===== src/hdl/power_wake_pkg.sv =====
// Package for the power-mode sequencer and low-leakage wake unit
package power_wake_pkg;

    localparam int PIN_COUNT    = 32;
    localparam int MODULE_COUNT = 8;

    // Pins that really reach a pad; the rest are reserved
    localparam logic [31:0] PIN_PRESENT_MASK = 32'h1BC7_FFFF;
    localparam int PIN_USB_DP = 27;
    localparam int PIN_USB_DM = 28;
    // Module inputs in use: 0 timer, 1 comparator, 4 touch, 5 alarm, 7 seconds
    localparam logic [7:0] MODULE_PRESENT_MASK = 8'hB3;

    // Register indices on the plain register port
    localparam logic [3:0] REG_MODE_CTRL   = 4'h0;
    localparam logic [3:0] REG_MODE_STAT   = 4'h1;
    localparam logic [3:0] REG_PIN_ENABLE  = 4'h2;
    localparam logic [3:0] REG_MOD_ENABLE  = 4'h3;
    localparam logic [3:0] REG_PIN_FLAGS   = 4'h4;
    localparam logic [3:0] REG_WAKE_ACK    = 4'h5;
    localparam logic [3:0] REG_IRQ_STATUS  = 4'h6;
    localparam logic [3:0] REG_IRQ_ENABLE  = 4'h7;
    localparam logic [3:0] REG_IRQ_CLEAR   = 4'h8;
    localparam logic [3:0] REG_MOD_FLAGS   = 4'h9;

    // Mode control field positions
    localparam int CTRL_RUN_LSB   = 0;
    localparam int CTRL_STOP_LSB  = 2;
    localparam int CTRL_POR_BIT   = 5;

    // Reset values
    localparam logic [31:0] PIN_ENABLE_RESET = 32'h0000_0000;
    localparam logic [7:0]  MOD_ENABLE_RESET = 8'h00;
    localparam logic [5:0]  MODE_CTRL_RESET  = 6'h00;

    // Interrupt status bits
    localparam int IRQ_WAKE_BIT  = 0;
    localparam int IRQ_ENTER_BIT = 1;

    typedef enum logic [1:0] {
        RUN_NORMAL,
        RUN_HIGH_SPEED,
        RUN_VERY_LOW_POWER
    } run_cfg_t;

    typedef enum logic [2:0] {
        STOP_NORMAL,
        STOP_VERY_LOW_POWER,
        STOP_LOW_LEAK,
        STOP_UPPER_LEVEL,
        STOP_MIDDLE_LEVEL,
        STOP_DEEPEST_LEVEL
    } stop_cfg_t;

    typedef enum logic [3:0] {
        PM_RUN,
        PM_HIGH_SPEED_RUN,
        PM_VERY_LOW_POWER_RUN,
        PM_WAIT,
        PM_VERY_LOW_POWER_WAIT,
        PM_STOP,
        PM_VERY_LOW_POWER_STOP,
        PM_LOW_LEAK_STOP,
        PM_UPPER_LEAK_STOP_LEVEL,
        PM_MIDDLE_LEAK_STOP_LEVEL,
        PM_DEEPEST_LEAK_STOP_LEVEL
    } power_mode_t;

    // Per-mode retention and gating controls to the power fabric
    typedef struct packed {
        logic reduced_clock;
        logic low_voltage_detect_on;
        logic nested_irq_ctrl_on;
        logic async_wake_irq_ctrl_on;
        logic periph_clock_gate;
        logic periph_freeze;
        logic periph_power_off;
        logic sram_retain;
        logic reg_file_retain;
        logic outputs_hold;
        logic por_detect_on;
        logic core_sleep;
    } power_ctrl_t;

    // Run-mode controls: detector, nested controller, SRAM, register file and POR detect on
    localparam power_ctrl_t RUN_CTRL_RESET = 12'h61A;

    // Sleep entry request from the core
    typedef struct packed {
        logic wait_for_irq;
        logic wait_for_event;
        logic deep_sleep;
    } sleep_req_t;

endpackage : power_wake_pkg


===== src/hdl/low_power_mode_wakeup_control.sv =====
// Power-mode sequencer with low-leakage wake unit and register port
// Functional notes
// - Wake unit active in leakage stops and until level-exit ack; a nonzero ack written in the entry cycle switches it off for that stop
// - Exit from low-leak stop disables unit
// - After deep-level exit detect until acknowledged
// - 32 pin inputs, 8 module inputs
// - Module inputs 0,1,4,5,7 used; others reserved
// - USB data pins wake only in host
// - Module wake needs enable, peripheral, interrupt
// - Module flags cleared only by peripheral
// - Sleep instruction enters wait or stop
// - Wake path chosen per mode
// - Low-power run/wait reduce clock, detector off
// - Stop retains all, detector on, async wake
// - Very-low-power stop retains SRAM, detector off
// - Low-leak stop retains SRAM, file; outputs held
// - Leakage levels power off peripherals, unit runs
// - Upper level keeps SRAM; middle only file
// - Deepest level keeps file; POR detect selectable
`timescale 1ns/100ps
`default_nettype none
module low_power_mode_wakeup_control
    import power_wake_pkg::*;
(
    input  wire logic        clk_sys,
    input  wire logic        rst_n,
    input  wire logic [3:0]  reg_addr,
    input  wire logic [31:0] reg_wdata,
    input  wire logic        reg_write,
    input  wire logic        reg_read,
    output logic [31:0]      reg_rdata,
    input  wire sleep_req_t  sleep_req,
    input  wire logic        core_irq_pending,
    input  wire logic [31:0] wake_pin_input,
    input  wire logic [7:0]  wake_module_flag,
    input  wire logic [7:0]  module_source_enabled,
    input  wire logic        usb_host_mode,
    output power_mode_t      power_mode,
    output power_ctrl_t      power_ctrl,
    output logic             low_leak_wake_unit_active,
    output logic             wake_request,
    output logic             irq
);

    typedef struct packed {
        logic [31:0] pin_sync1;
        logic [31:0] pin_sync2;
        logic [7:0]  mod_sync1;
        logic [7:0]  mod_sync2;
        logic        usb_sync1;
        logic        usb_sync2;
        logic [5:0]  mode_ctrl;
        logic [31:0] pin_enable;
        logic [7:0]  module_wake_enable;
        logic [31:0] pin_flags;
        logic        unit_on;
        logic        await_ack;
        power_mode_t mode;
        power_ctrl_t ctrl;
        logic        wake_req;
        logic [1:0]  irq_status;
        logic [1:0]  irq_enable;
        logic        irq_out;
        logic [31:0] rdata;
    } state_t;

    state_t cur;
    state_t next_cur;

    // Retention and gating set per mode
    function automatic power_ctrl_t mode_controls(input power_mode_t m, input logic por_sel);
        power_ctrl_t c;
        c = '0;
        c.low_voltage_detect_on = 1'b1;
        c.nested_irq_ctrl_on    = 1'b1;
        c.sram_retain           = 1'b1;
        c.reg_file_retain       = 1'b1;
        c.por_detect_on         = 1'b1;
        unique case (m)
            PM_RUN, PM_HIGH_SPEED_RUN: begin
            end
            PM_WAIT: begin
                c.core_sleep = 1'b1;
            end
            PM_VERY_LOW_POWER_RUN, PM_VERY_LOW_POWER_WAIT: begin
                c.reduced_clock         = 1'b1;
                c.low_voltage_detect_on = 1'b0;
                c.core_sleep            = (m == PM_VERY_LOW_POWER_WAIT);
            end
            PM_STOP: begin
                c.core_sleep             = 1'b1;
                c.periph_clock_gate      = 1'b1;
                c.nested_irq_ctrl_on     = 1'b0;
                c.async_wake_irq_ctrl_on = 1'b1;
            end
            PM_VERY_LOW_POWER_STOP: begin
                c.core_sleep             = 1'b1;
                c.periph_clock_gate      = 1'b1;
                c.low_voltage_detect_on  = 1'b0;
                c.nested_irq_ctrl_on     = 1'b0;
                c.async_wake_irq_ctrl_on = 1'b1;
            end
            PM_LOW_LEAK_STOP: begin
                c.core_sleep         = 1'b1;
                c.nested_irq_ctrl_on = 1'b0;
                c.periph_freeze      = 1'b1;
                c.outputs_hold       = 1'b1;
            end
            PM_UPPER_LEAK_STOP_LEVEL, PM_MIDDLE_LEAK_STOP_LEVEL, PM_DEEPEST_LEAK_STOP_LEVEL: begin
                c.core_sleep         = 1'b1;
                c.nested_irq_ctrl_on = 1'b0;
                c.periph_power_off   = 1'b1;
                c.outputs_hold       = 1'b1;
                c.sram_retain        = (m == PM_UPPER_LEAK_STOP_LEVEL);
                c.por_detect_on      = (m != PM_DEEPEST_LEAK_STOP_LEVEL) | por_sel;
            end
        endcase
        return c;
    endfunction : mode_controls

    function automatic logic is_leak_stop(input power_mode_t m);
        return (m == PM_LOW_LEAK_STOP) || (m == PM_UPPER_LEAK_STOP_LEVEL) ||
               (m == PM_MIDDLE_LEAK_STOP_LEVEL) || (m == PM_DEEPEST_LEAK_STOP_LEVEL);
    endfunction : is_leak_stop

    logic        wr_hit;
    logic [31:0] pin_mask;
    logic [31:0] pin_hits;
    logic [7:0]  mod_hits;
    logic        any_wake;
    logic [1:0]  irq_set;
    power_mode_t target;

    always_comb begin
        next_cur = cur;
        irq_set  = 2'b00;
        target   = PM_STOP;
        wr_hit   = reg_write;

        next_cur.pin_sync1 = wake_pin_input;
        next_cur.pin_sync2 = cur.pin_sync1;
        next_cur.mod_sync1 = wake_module_flag;
        next_cur.mod_sync2 = cur.mod_sync1;
        next_cur.usb_sync1 = usb_host_mode;
        next_cur.usb_sync2 = cur.usb_sync1;

        // Reserved pins never wake; USB data pins only count in host role
        pin_mask = cur.pin_enable & PIN_PRESENT_MASK;
        if (!cur.usb_sync2) begin
            pin_mask[PIN_USB_DP] = 1'b0;
            pin_mask[PIN_USB_DM] = 1'b0;
        end
        pin_hits = cur.pin_sync2 & pin_mask;
        // Peripheral and its interrupt enable are folded into module_source_enabled
        mod_hits = cur.mod_sync2 & cur.module_wake_enable & module_source_enabled
                   & MODULE_PRESENT_MASK;
        any_wake = cur.unit_on && ((|pin_hits) || (|mod_hits));

        // Pin flags are ours and sticky; module flags are only observed
        if (cur.unit_on) begin
            next_cur.pin_flags = cur.pin_flags | pin_hits;
        end

        next_cur.wake_req = 1'b0;
        unique case (cur.mode)
            PM_RUN, PM_HIGH_SPEED_RUN, PM_VERY_LOW_POWER_RUN: begin
                if (sleep_req.wait_for_irq || sleep_req.wait_for_event) begin
                    if (!sleep_req.deep_sleep) begin
                        next_cur.mode = (cur.mode == PM_VERY_LOW_POWER_RUN) ? PM_VERY_LOW_POWER_WAIT : PM_WAIT;
                    end else begin
                        unique case (stop_cfg_t'(cur.mode_ctrl[CTRL_STOP_LSB +: 3]))
                            STOP_VERY_LOW_POWER: target = PM_VERY_LOW_POWER_STOP;
                            STOP_LOW_LEAK:       target = PM_LOW_LEAK_STOP;
                            STOP_UPPER_LEVEL:    target = PM_UPPER_LEAK_STOP_LEVEL;
                            STOP_MIDDLE_LEVEL:   target = PM_MIDDLE_LEAK_STOP_LEVEL;
                            STOP_DEEPEST_LEVEL:  target = PM_DEEPEST_LEAK_STOP_LEVEL;
                            default:             target = PM_STOP;
                        endcase
                        next_cur.mode = target;
                        if (is_leak_stop(target)) begin
                            next_cur.unit_on   = 1'b1;
                            next_cur.pin_flags = '0;
                        end
                    end
                    irq_set[IRQ_ENTER_BIT] = 1'b1;
                end else begin
                    unique case (run_cfg_t'(cur.mode_ctrl[CTRL_RUN_LSB +: 2]))
                        RUN_HIGH_SPEED:     next_cur.mode = PM_HIGH_SPEED_RUN;
                        RUN_VERY_LOW_POWER: next_cur.mode = PM_VERY_LOW_POWER_RUN;
                        default:            next_cur.mode = PM_RUN;
                    endcase
                end
            end
            PM_WAIT, PM_STOP: begin
                // Nested controller in wait, async controller in stop
                if (core_irq_pending) begin
                    next_cur.mode = PM_RUN;
                end
            end
            PM_VERY_LOW_POWER_WAIT, PM_VERY_LOW_POWER_STOP: begin
                if (core_irq_pending) begin
                    next_cur.mode = PM_VERY_LOW_POWER_RUN;
                end
            end
            PM_LOW_LEAK_STOP, PM_UPPER_LEAK_STOP_LEVEL, PM_MIDDLE_LEAK_STOP_LEVEL,
            PM_DEEPEST_LEAK_STOP_LEVEL: begin
                if (any_wake) begin
                    next_cur.wake_req = 1'b1;
                    next_cur.mode     = PM_RUN;
                    irq_set[IRQ_WAKE_BIT] = 1'b1;
                    if (cur.mode == PM_LOW_LEAK_STOP) begin
                        next_cur.unit_on = 1'b0;
                    end else begin
                        next_cur.await_ack = 1'b1;
                    end
                end
            end
            default: next_cur.mode = PM_RUN;
        endcase
        // Outside leakage stops the unit stays off unless awaiting acknowledgement
        if (!is_leak_stop(next_cur.mode) && !next_cur.await_ack) begin
            next_cur.unit_on = 1'b0;
        end

        next_cur.ctrl = mode_controls(next_cur.mode, cur.mode_ctrl[CTRL_POR_BIT]);

        if (wr_hit) begin
            unique case (reg_addr)
                REG_MODE_CTRL:  next_cur.mode_ctrl = reg_wdata[5:0];
                REG_PIN_ENABLE: next_cur.pin_enable = reg_wdata;
                REG_MOD_ENABLE: next_cur.module_wake_enable = reg_wdata[7:0];
                REG_WAKE_ACK: begin
                    // A nonzero acknowledge outside a leakage stop ends detection; a new pin hit in the same cycle stays set
                    next_cur.pin_flags = (cur.pin_flags & ~reg_wdata) | (cur.unit_on ? pin_hits : 32'h0);
                    if (reg_wdata == 32'h0) begin
                    end else if (!is_leak_stop(cur.mode)) begin
                        next_cur.await_ack = 1'b0;
                        next_cur.unit_on   = 1'b0;
                    end
                end
                REG_IRQ_ENABLE: next_cur.irq_enable = reg_wdata[1:0];
                REG_IRQ_CLEAR:  next_cur.irq_status = cur.irq_status & ~reg_wdata[1:0];
                default: begin
                end
            endcase
        end
        next_cur.irq_status = next_cur.irq_status | irq_set;
        next_cur.irq_out    = |(next_cur.irq_status & next_cur.irq_enable);

        next_cur.rdata = 32'h0;
        if (reg_read) begin
            unique case (reg_addr)
                REG_MODE_CTRL:  next_cur.rdata = {26'h0, cur.mode_ctrl};
                REG_MODE_STAT:  next_cur.rdata = {26'h0, cur.await_ack, cur.unit_on, cur.mode};
                REG_PIN_ENABLE: next_cur.rdata = cur.pin_enable;
                REG_MOD_ENABLE: next_cur.rdata = {24'h0, cur.module_wake_enable};
                REG_PIN_FLAGS:  next_cur.rdata = cur.pin_flags;
                REG_IRQ_STATUS: next_cur.rdata = {30'h0, cur.irq_status};
                REG_IRQ_ENABLE: next_cur.rdata = {30'h0, cur.irq_enable};
                REG_MOD_FLAGS:  next_cur.rdata = {24'h0, cur.mod_sync2 & MODULE_PRESENT_MASK};
                default:        next_cur.rdata = 32'h0;
            endcase
        end
    end

    always_ff @(posedge clk_sys or negedge rst_n) begin
        if (!rst_n) begin
            cur            <= '0;
            cur.mode_ctrl  <= MODE_CTRL_RESET;
            cur.pin_enable <= PIN_ENABLE_RESET;
            cur.module_wake_enable <= MOD_ENABLE_RESET;
            cur.mode       <= PM_RUN;
            cur.ctrl       <= RUN_CTRL_RESET;
        end else begin
            cur <= next_cur;
        end
    end

    assign reg_rdata                 = cur.rdata;
    assign power_mode                = cur.mode;
    assign power_ctrl                = cur.ctrl;
    assign low_leak_wake_unit_active = cur.unit_on;
    assign wake_request              = cur.wake_req;
    assign irq                       = cur.irq_out;

endmodule : low_power_mode_wakeup_control
`default_nettype wire


===== config.mk =====
export PLATFORM = sky130hd
export DESIGN_NAME = low_power_mode_wakeup_control
export DESIGN_NICKNAME = d
export VERILOG_FILES = /design/src/hdl/power_wake_pkg.sv /design/src/hdl/low_power_mode_wakeup_control.sv
export SDC_FILE = /design/constraint.sdc
export NUM_CORES = 1
export LEC_CHECK = 0
export BUFFER_PORTS_ARGS = -buffer_cell sky130_fd_sc_hd__buf_2
export CAP_MARGIN = 20
export CORE_UTILIZATION = 42
export CTS_BUF_LIST = sky130_fd_sc_hd__clkbuf_2 sky130_fd_sc_hd__clkbuf_4 sky130_fd_sc_hd__clkbuf_8
export CTS_CLUSTER_DIAMETER = 100
export CTS_CLUSTER_SIZE = 14
export DETAILED_ROUTE_END_ITERATION = 8
export PLACE_DENSITY = 0.69
export RECOVER_POWER = 50
export SLEW_MARGIN = 20
export SYNTH_ARGS = -nofsm -noshare
export SYNTH_HDL_FRONTEND = slang
export SYNTH_SLANG_ARGS = --single-unit

===== constraint.sdc =====
create_clock -name clk_sys -period 3.5 [get_ports clk_sys]
set_input_delay 0.35 -clock clk_sys [delete_from_list [all_inputs] [get_ports clk_sys]]
set_output_delay 0.35 -clock clk_sys [all_outputs]
set_load 0.005 [all_outputs]

Yosys cells after proc, flatten, opt, wreduce, memory -nomap -nowiden
Index checks and enable logic that the tools add are counted.
Storage, ports and cells
  input port bits: 93
  bits in registers: 215
  output and inout port bits: 51
Cells by class
  eq/ne operators: 40
  bitwise logic cells: 12
  reduce and logical (&&, ||, !) cells: 35
  mux-type cells: 46
Operator list (count)
  $pmux 32 s8: 1
  $mux 32: 4
  $mux 33: 3
  $mux 34: 2
  $or 32x32->32: 2
  $eq 4x3->1 const B: 13
  $eq 4x4->1 const B: 11
  $and 32x29->32: 1
  $and 32x32->32: 1
  $logic_not 32->1: 1
  $mux 4: 8
  $not 32->32: 1
  $reduce_or 32->1: 1
  $eq 4x2->1 const B: 6
  $pmux 4 s5: 1
  $and 8x8->8: 2
  $pmux 4 s4: 1
  $mux 1: 14
  $mux 2: 7
  $logic_or 1x1->1: 11
  $reduce_or 2->1: 5
  $reduce_or 3->1: 3
  $eq 4x1->1 const B: 2
  $logic_not 4->1: 2
  other kinds (21): 30

Longest topological paths before layout
  depth in word-level cells: 19
  gate-level depth with buffers: 11
  mapped depth without buffers: 9

Worst setup path after synthesis
OpenSTA, ideal clock, no wires.
  path type: reg-to-reg
  start point: register cur[131] (netlist name)
  end point: register cur, in the netlist power_ctrl[10]
  setup slack: 1.137 ns
  arrival: 2.286 ns
  period minus slack after synthesis: 2.363 ns
  buffers on the path: 1
  stages on the path, launching flop included: 11
  path through: dfrtp_1 > buf_2 > inv_1 > ha_1 > nand2b_1 > a21oi_1 > o211a_1 > a211oi_1 > nor2_1 > or3b_1 > a21o_1
RTL lines
  start, declared: line low_power_mode_wakeup_control.sv:67  | state_t cur;
  start signal, assigned: line low_power_mode_wakeup_control.sv:275  | cur <= next_cur;

==> run_results.csv <==
group,metric,value,unit
global_routing,grt_pass1_wl,29730,um
clocking,cts_buffer_depth,2,
route,drt_iter0_drc,424,
sta,period_share,74.48,%
global_routing,antenna_found_initial,0,
placed_design,port_buffers,129,
placed_design,dp_hpwl,12670,um
die,die_y,139.1,um
setup_path,r2r_slack,0.89,ns
sta,finalCriticalPeriod,2.607,ns
route,drc,27,
pwr,p_per_area,601.7,mW/mm^2
clocking,cts_sinks,194,
layout,synthToLayoutAreaGrowth,16.42,%
layout,drive_gt1_share,30.43,%
route,via_per_inst,5.510,
setup_path,crit_path_end_kind,"flop",
clocking,cts_resized,0,
route,wirelength,19090,um
pwr,p_leak,4.251,nW
sta,finalMaxSlewViolations,116,
setup_path,critPathSlowestCell,"dfrtp_1",
sta,setup_viol,0,
die,coreArea,0.01821,mm^2
layout,layout_common_cells,"190 x dfrtp_1, 125 x buf_2, 62 x nor2_1, 56 x nand2_1, 48 x mux2_2",
die,initial_core_util,43.37,%
setup_path,arrival,3.01,ns
layout,layout.nets,863,
clocking,tritoncts,"done",
status,status,"complete, but fails checks",
placed_design,globalplace.congestion,0.8587,
pwr,ir_worst_vdd,0.3162,mV
logic_synthesis,synthCells,656,
min_path,min_from,"reg_wdata[12]",
layout,final_common_cell,"dfrtp_1",
route,firstDrtPassIters,9,
clocking,post_cts_buffers,0,
sta,worst_pin_slew,2.843,ns
min_path,min_path_type,"in -> reg",
setup_path,r2r_cells,9,
logic_synthesis,synth_area_per_cell,12.04,um^2
setup_path,cp-start-kind,"flop",
logic_synthesis,synthFlopType,"dfrtp_1",
route,wire_per_inst,18.85,um
clocking,cts_buffers,17,
clocking,ctsHoldBuffers,31,
logic_synthesis,yosysSeqAreaShare,61.54,%
logic_synthesis,ys_async_sr_fraction,100.0,%
flow_run,drv_cap,1,
sta,hold_viol_final,0,
setup_path,critPathRequiredTime,3.90,ns
die,row_count,49,
logic_synthesis,synth_seq_cells,194,
global_routing,grt_max_degree,117,
setup_path,crit_chain,"inv_1 -> ha_1 -> nand2b_1 -> a21oi_1 -> o211a_1 -> a211oi_1 -> nor2_1 -> or3b_1 -> a21o_1",
pwr,p_total,5.531,mW
global_routing,grtUsageTotal,20.30,%
min_path,min_delay_path_depth,2,
setup_path,regToRegStartpoint,"cur[131]$_DFFE_PN0P_",
sta,tns,0,ns
status,violations,"design-rule violations, max-capacitance violations, max-slew violations",
die,dieArea,0.01935,mm^2
clocking,root_buffer,"clkbuf_8",
die,pin_count,144,
sta,maxClockFrequency,0.3836,GHz
setup_path,path_max_fanout,10,
clocking,path_clk_slew,0.10,ns
setup_path,rr_endpoint,"power_ctrl[10]$_DFF_PN1_",
setup_path,crit_path_max_incr_delay,0.50,ns
clocking,clkLatencyLatePin,0.47,ns
min_path,min_to,"cur[108]$_DFFE_PN0P_",
logic_synthesis,syn_nets,750,
logic_synthesis,synth_cell_types,60,
logic_synthesis,mappedNetlistArea,0.007896,mm^2
logic_synthesis,synth_edf_count,0,
sta,slew_headroom,-89.53,%
global_routing,overflow,0,
clocking,htree_levels,4,
logic_synthesis,synth_warnings,0,
setup_path,criticalPathCategory,"reg -> reg",
die,die_w,139.1,um
route,antenna_left,0,
sta,finClkSkew,0.01754,ns
sta,rsz0062_at_grt,"false",
route,vias,5582,
global_routing,grt_pass1_vias,5493,
-- cell families (layout without fill, tap and decap cells) --
kind of cell / count (synthesis) / after routing / share of synthesized area, %
xor+xnor: 3 / 3 / 0.3328
flops: 194 / 194 / 61.54
fa+ha+maj: 1 / 1 / 0.1584
other cells: 1 / 3 / 0.04749
mux: 52 / 52 / 7.352
buf+inv: 88 / 214 / 6.512
compound gates: 126 / 126 / 12.57
simple gates: 191 / 191 / 11.49
-- sequential cells by signal (all words and copies together), names as in the netlist --
| signal | count |
|---|---|
| low_leak_wake_unit_active | 1 |
| power_mode | 4 |
| power_ctrl | 10 |
| cur | 145 |
| reg_rdata | 32 |
| wake_request | 1 |
| irq | 1 |
-- report_power, final --
part           total [mW]  switching, mW  internal [mW]
clock network        1.44          0.778          0.665
registers            2.90          0.296           2.60
logic                1.19          0.642          0.548
-- worst max-delay path: cells and delay by family, from the launching register on --
| family | cells | cell delay, ns |
|---|---|---|
| compound gates | 4 | 0.87 |
| fa+ha+maj | 1 | 0.42 |
| buf+inv | 1 | 0.09 |
| flops | 1 | 0.50 |
| simple gates | 3 | 0.68 |
-- synth_stat cells (8+ instances only) --
master / count / area (um^2)
nor4_1: 10 / 62.56
nand3_1: 10 / 50.05
buf_4: 48 / 360.4
nor3_1: 8 / 40.04
a22oi_1: 43 / 322.8
inv_1: 8 / 30.03
mux2_2: 48 / 540.5
nor2_1: 63 / 236.5
a32oi_1: 26 / 227.7
a21oi_1: 13 / 65.06
nand2_1: 56 / 210.2
dfrtp_1: 190 / 4755
nor2b_1: 9 / 56.30
clkbuf_1: 23 / 86.33
-- worst max-delay path by stage --
stage	from	slack, ns	depth (start not counted)	end
floorplan	cur[131]$_DFFE_PN0P_	1.14	10	power_ctrl[10]$_DFF_PN1_
global placement	cur[131]$_DFFE_PN0P_	0.92	9	power_ctrl[10]$_DFF_PN1_
detailed placement	cur[131]$_DFFE_PN0P_	0.92	9	power_ctrl[10]$_DFF_PN1_
CTS	cur[131]$_DFFE_PN0P_	0.90	9	power_ctrl[10]$_DFF_PN1_
global route	rst_n	0.46	1	cur[60]$_DFF_PN0_
finish	cur[131]$_DFFE_PN0P_	0.89	9	power_ctrl[10]$_DFF_PN1_
-- stage by stage --
stage	instance area [um^2]	setup WS (ns)	hold WS [ns]	utilization, %	instances
finish	9193	0.8931	0.1471	50.48	1013
global route	9188	0.4643	0.1275	50.46	1011
CTS	9199	0.8958	0.02073	50.52	1011
detailed placement	8489	0.9198	0.3347	46.62	948
global placement	8489	0.9194	0.3313	46.62	948
floorplan	7896	1.137	0.05441	-	656
-- layer usage --
layer	GRT usage (%)	share of wire (%)
met4	7.661	2.1
met1	27.50	43
met5	0	0
met2	32.59	48
met3	3.729	6.5
-- final cells by class --
| type | instances | area, um^2 |
|---|---|---|
| fill | 1644 | 9016 |
| sequential | 194 | 4860 |
| multi-input combinational | 374 | 2541 |
| timing repair buffer | 174 | 1071 |
| clock buffer | 23 | 304.0 |
| tap | 229 | 286.5 |
| clock inverter | 9 | 95.09 |
| inverter | 8 | 30.03 |
| antenna | 2 | 5.005 |
No activity file was read; power rests on OpenSTA's default activity.
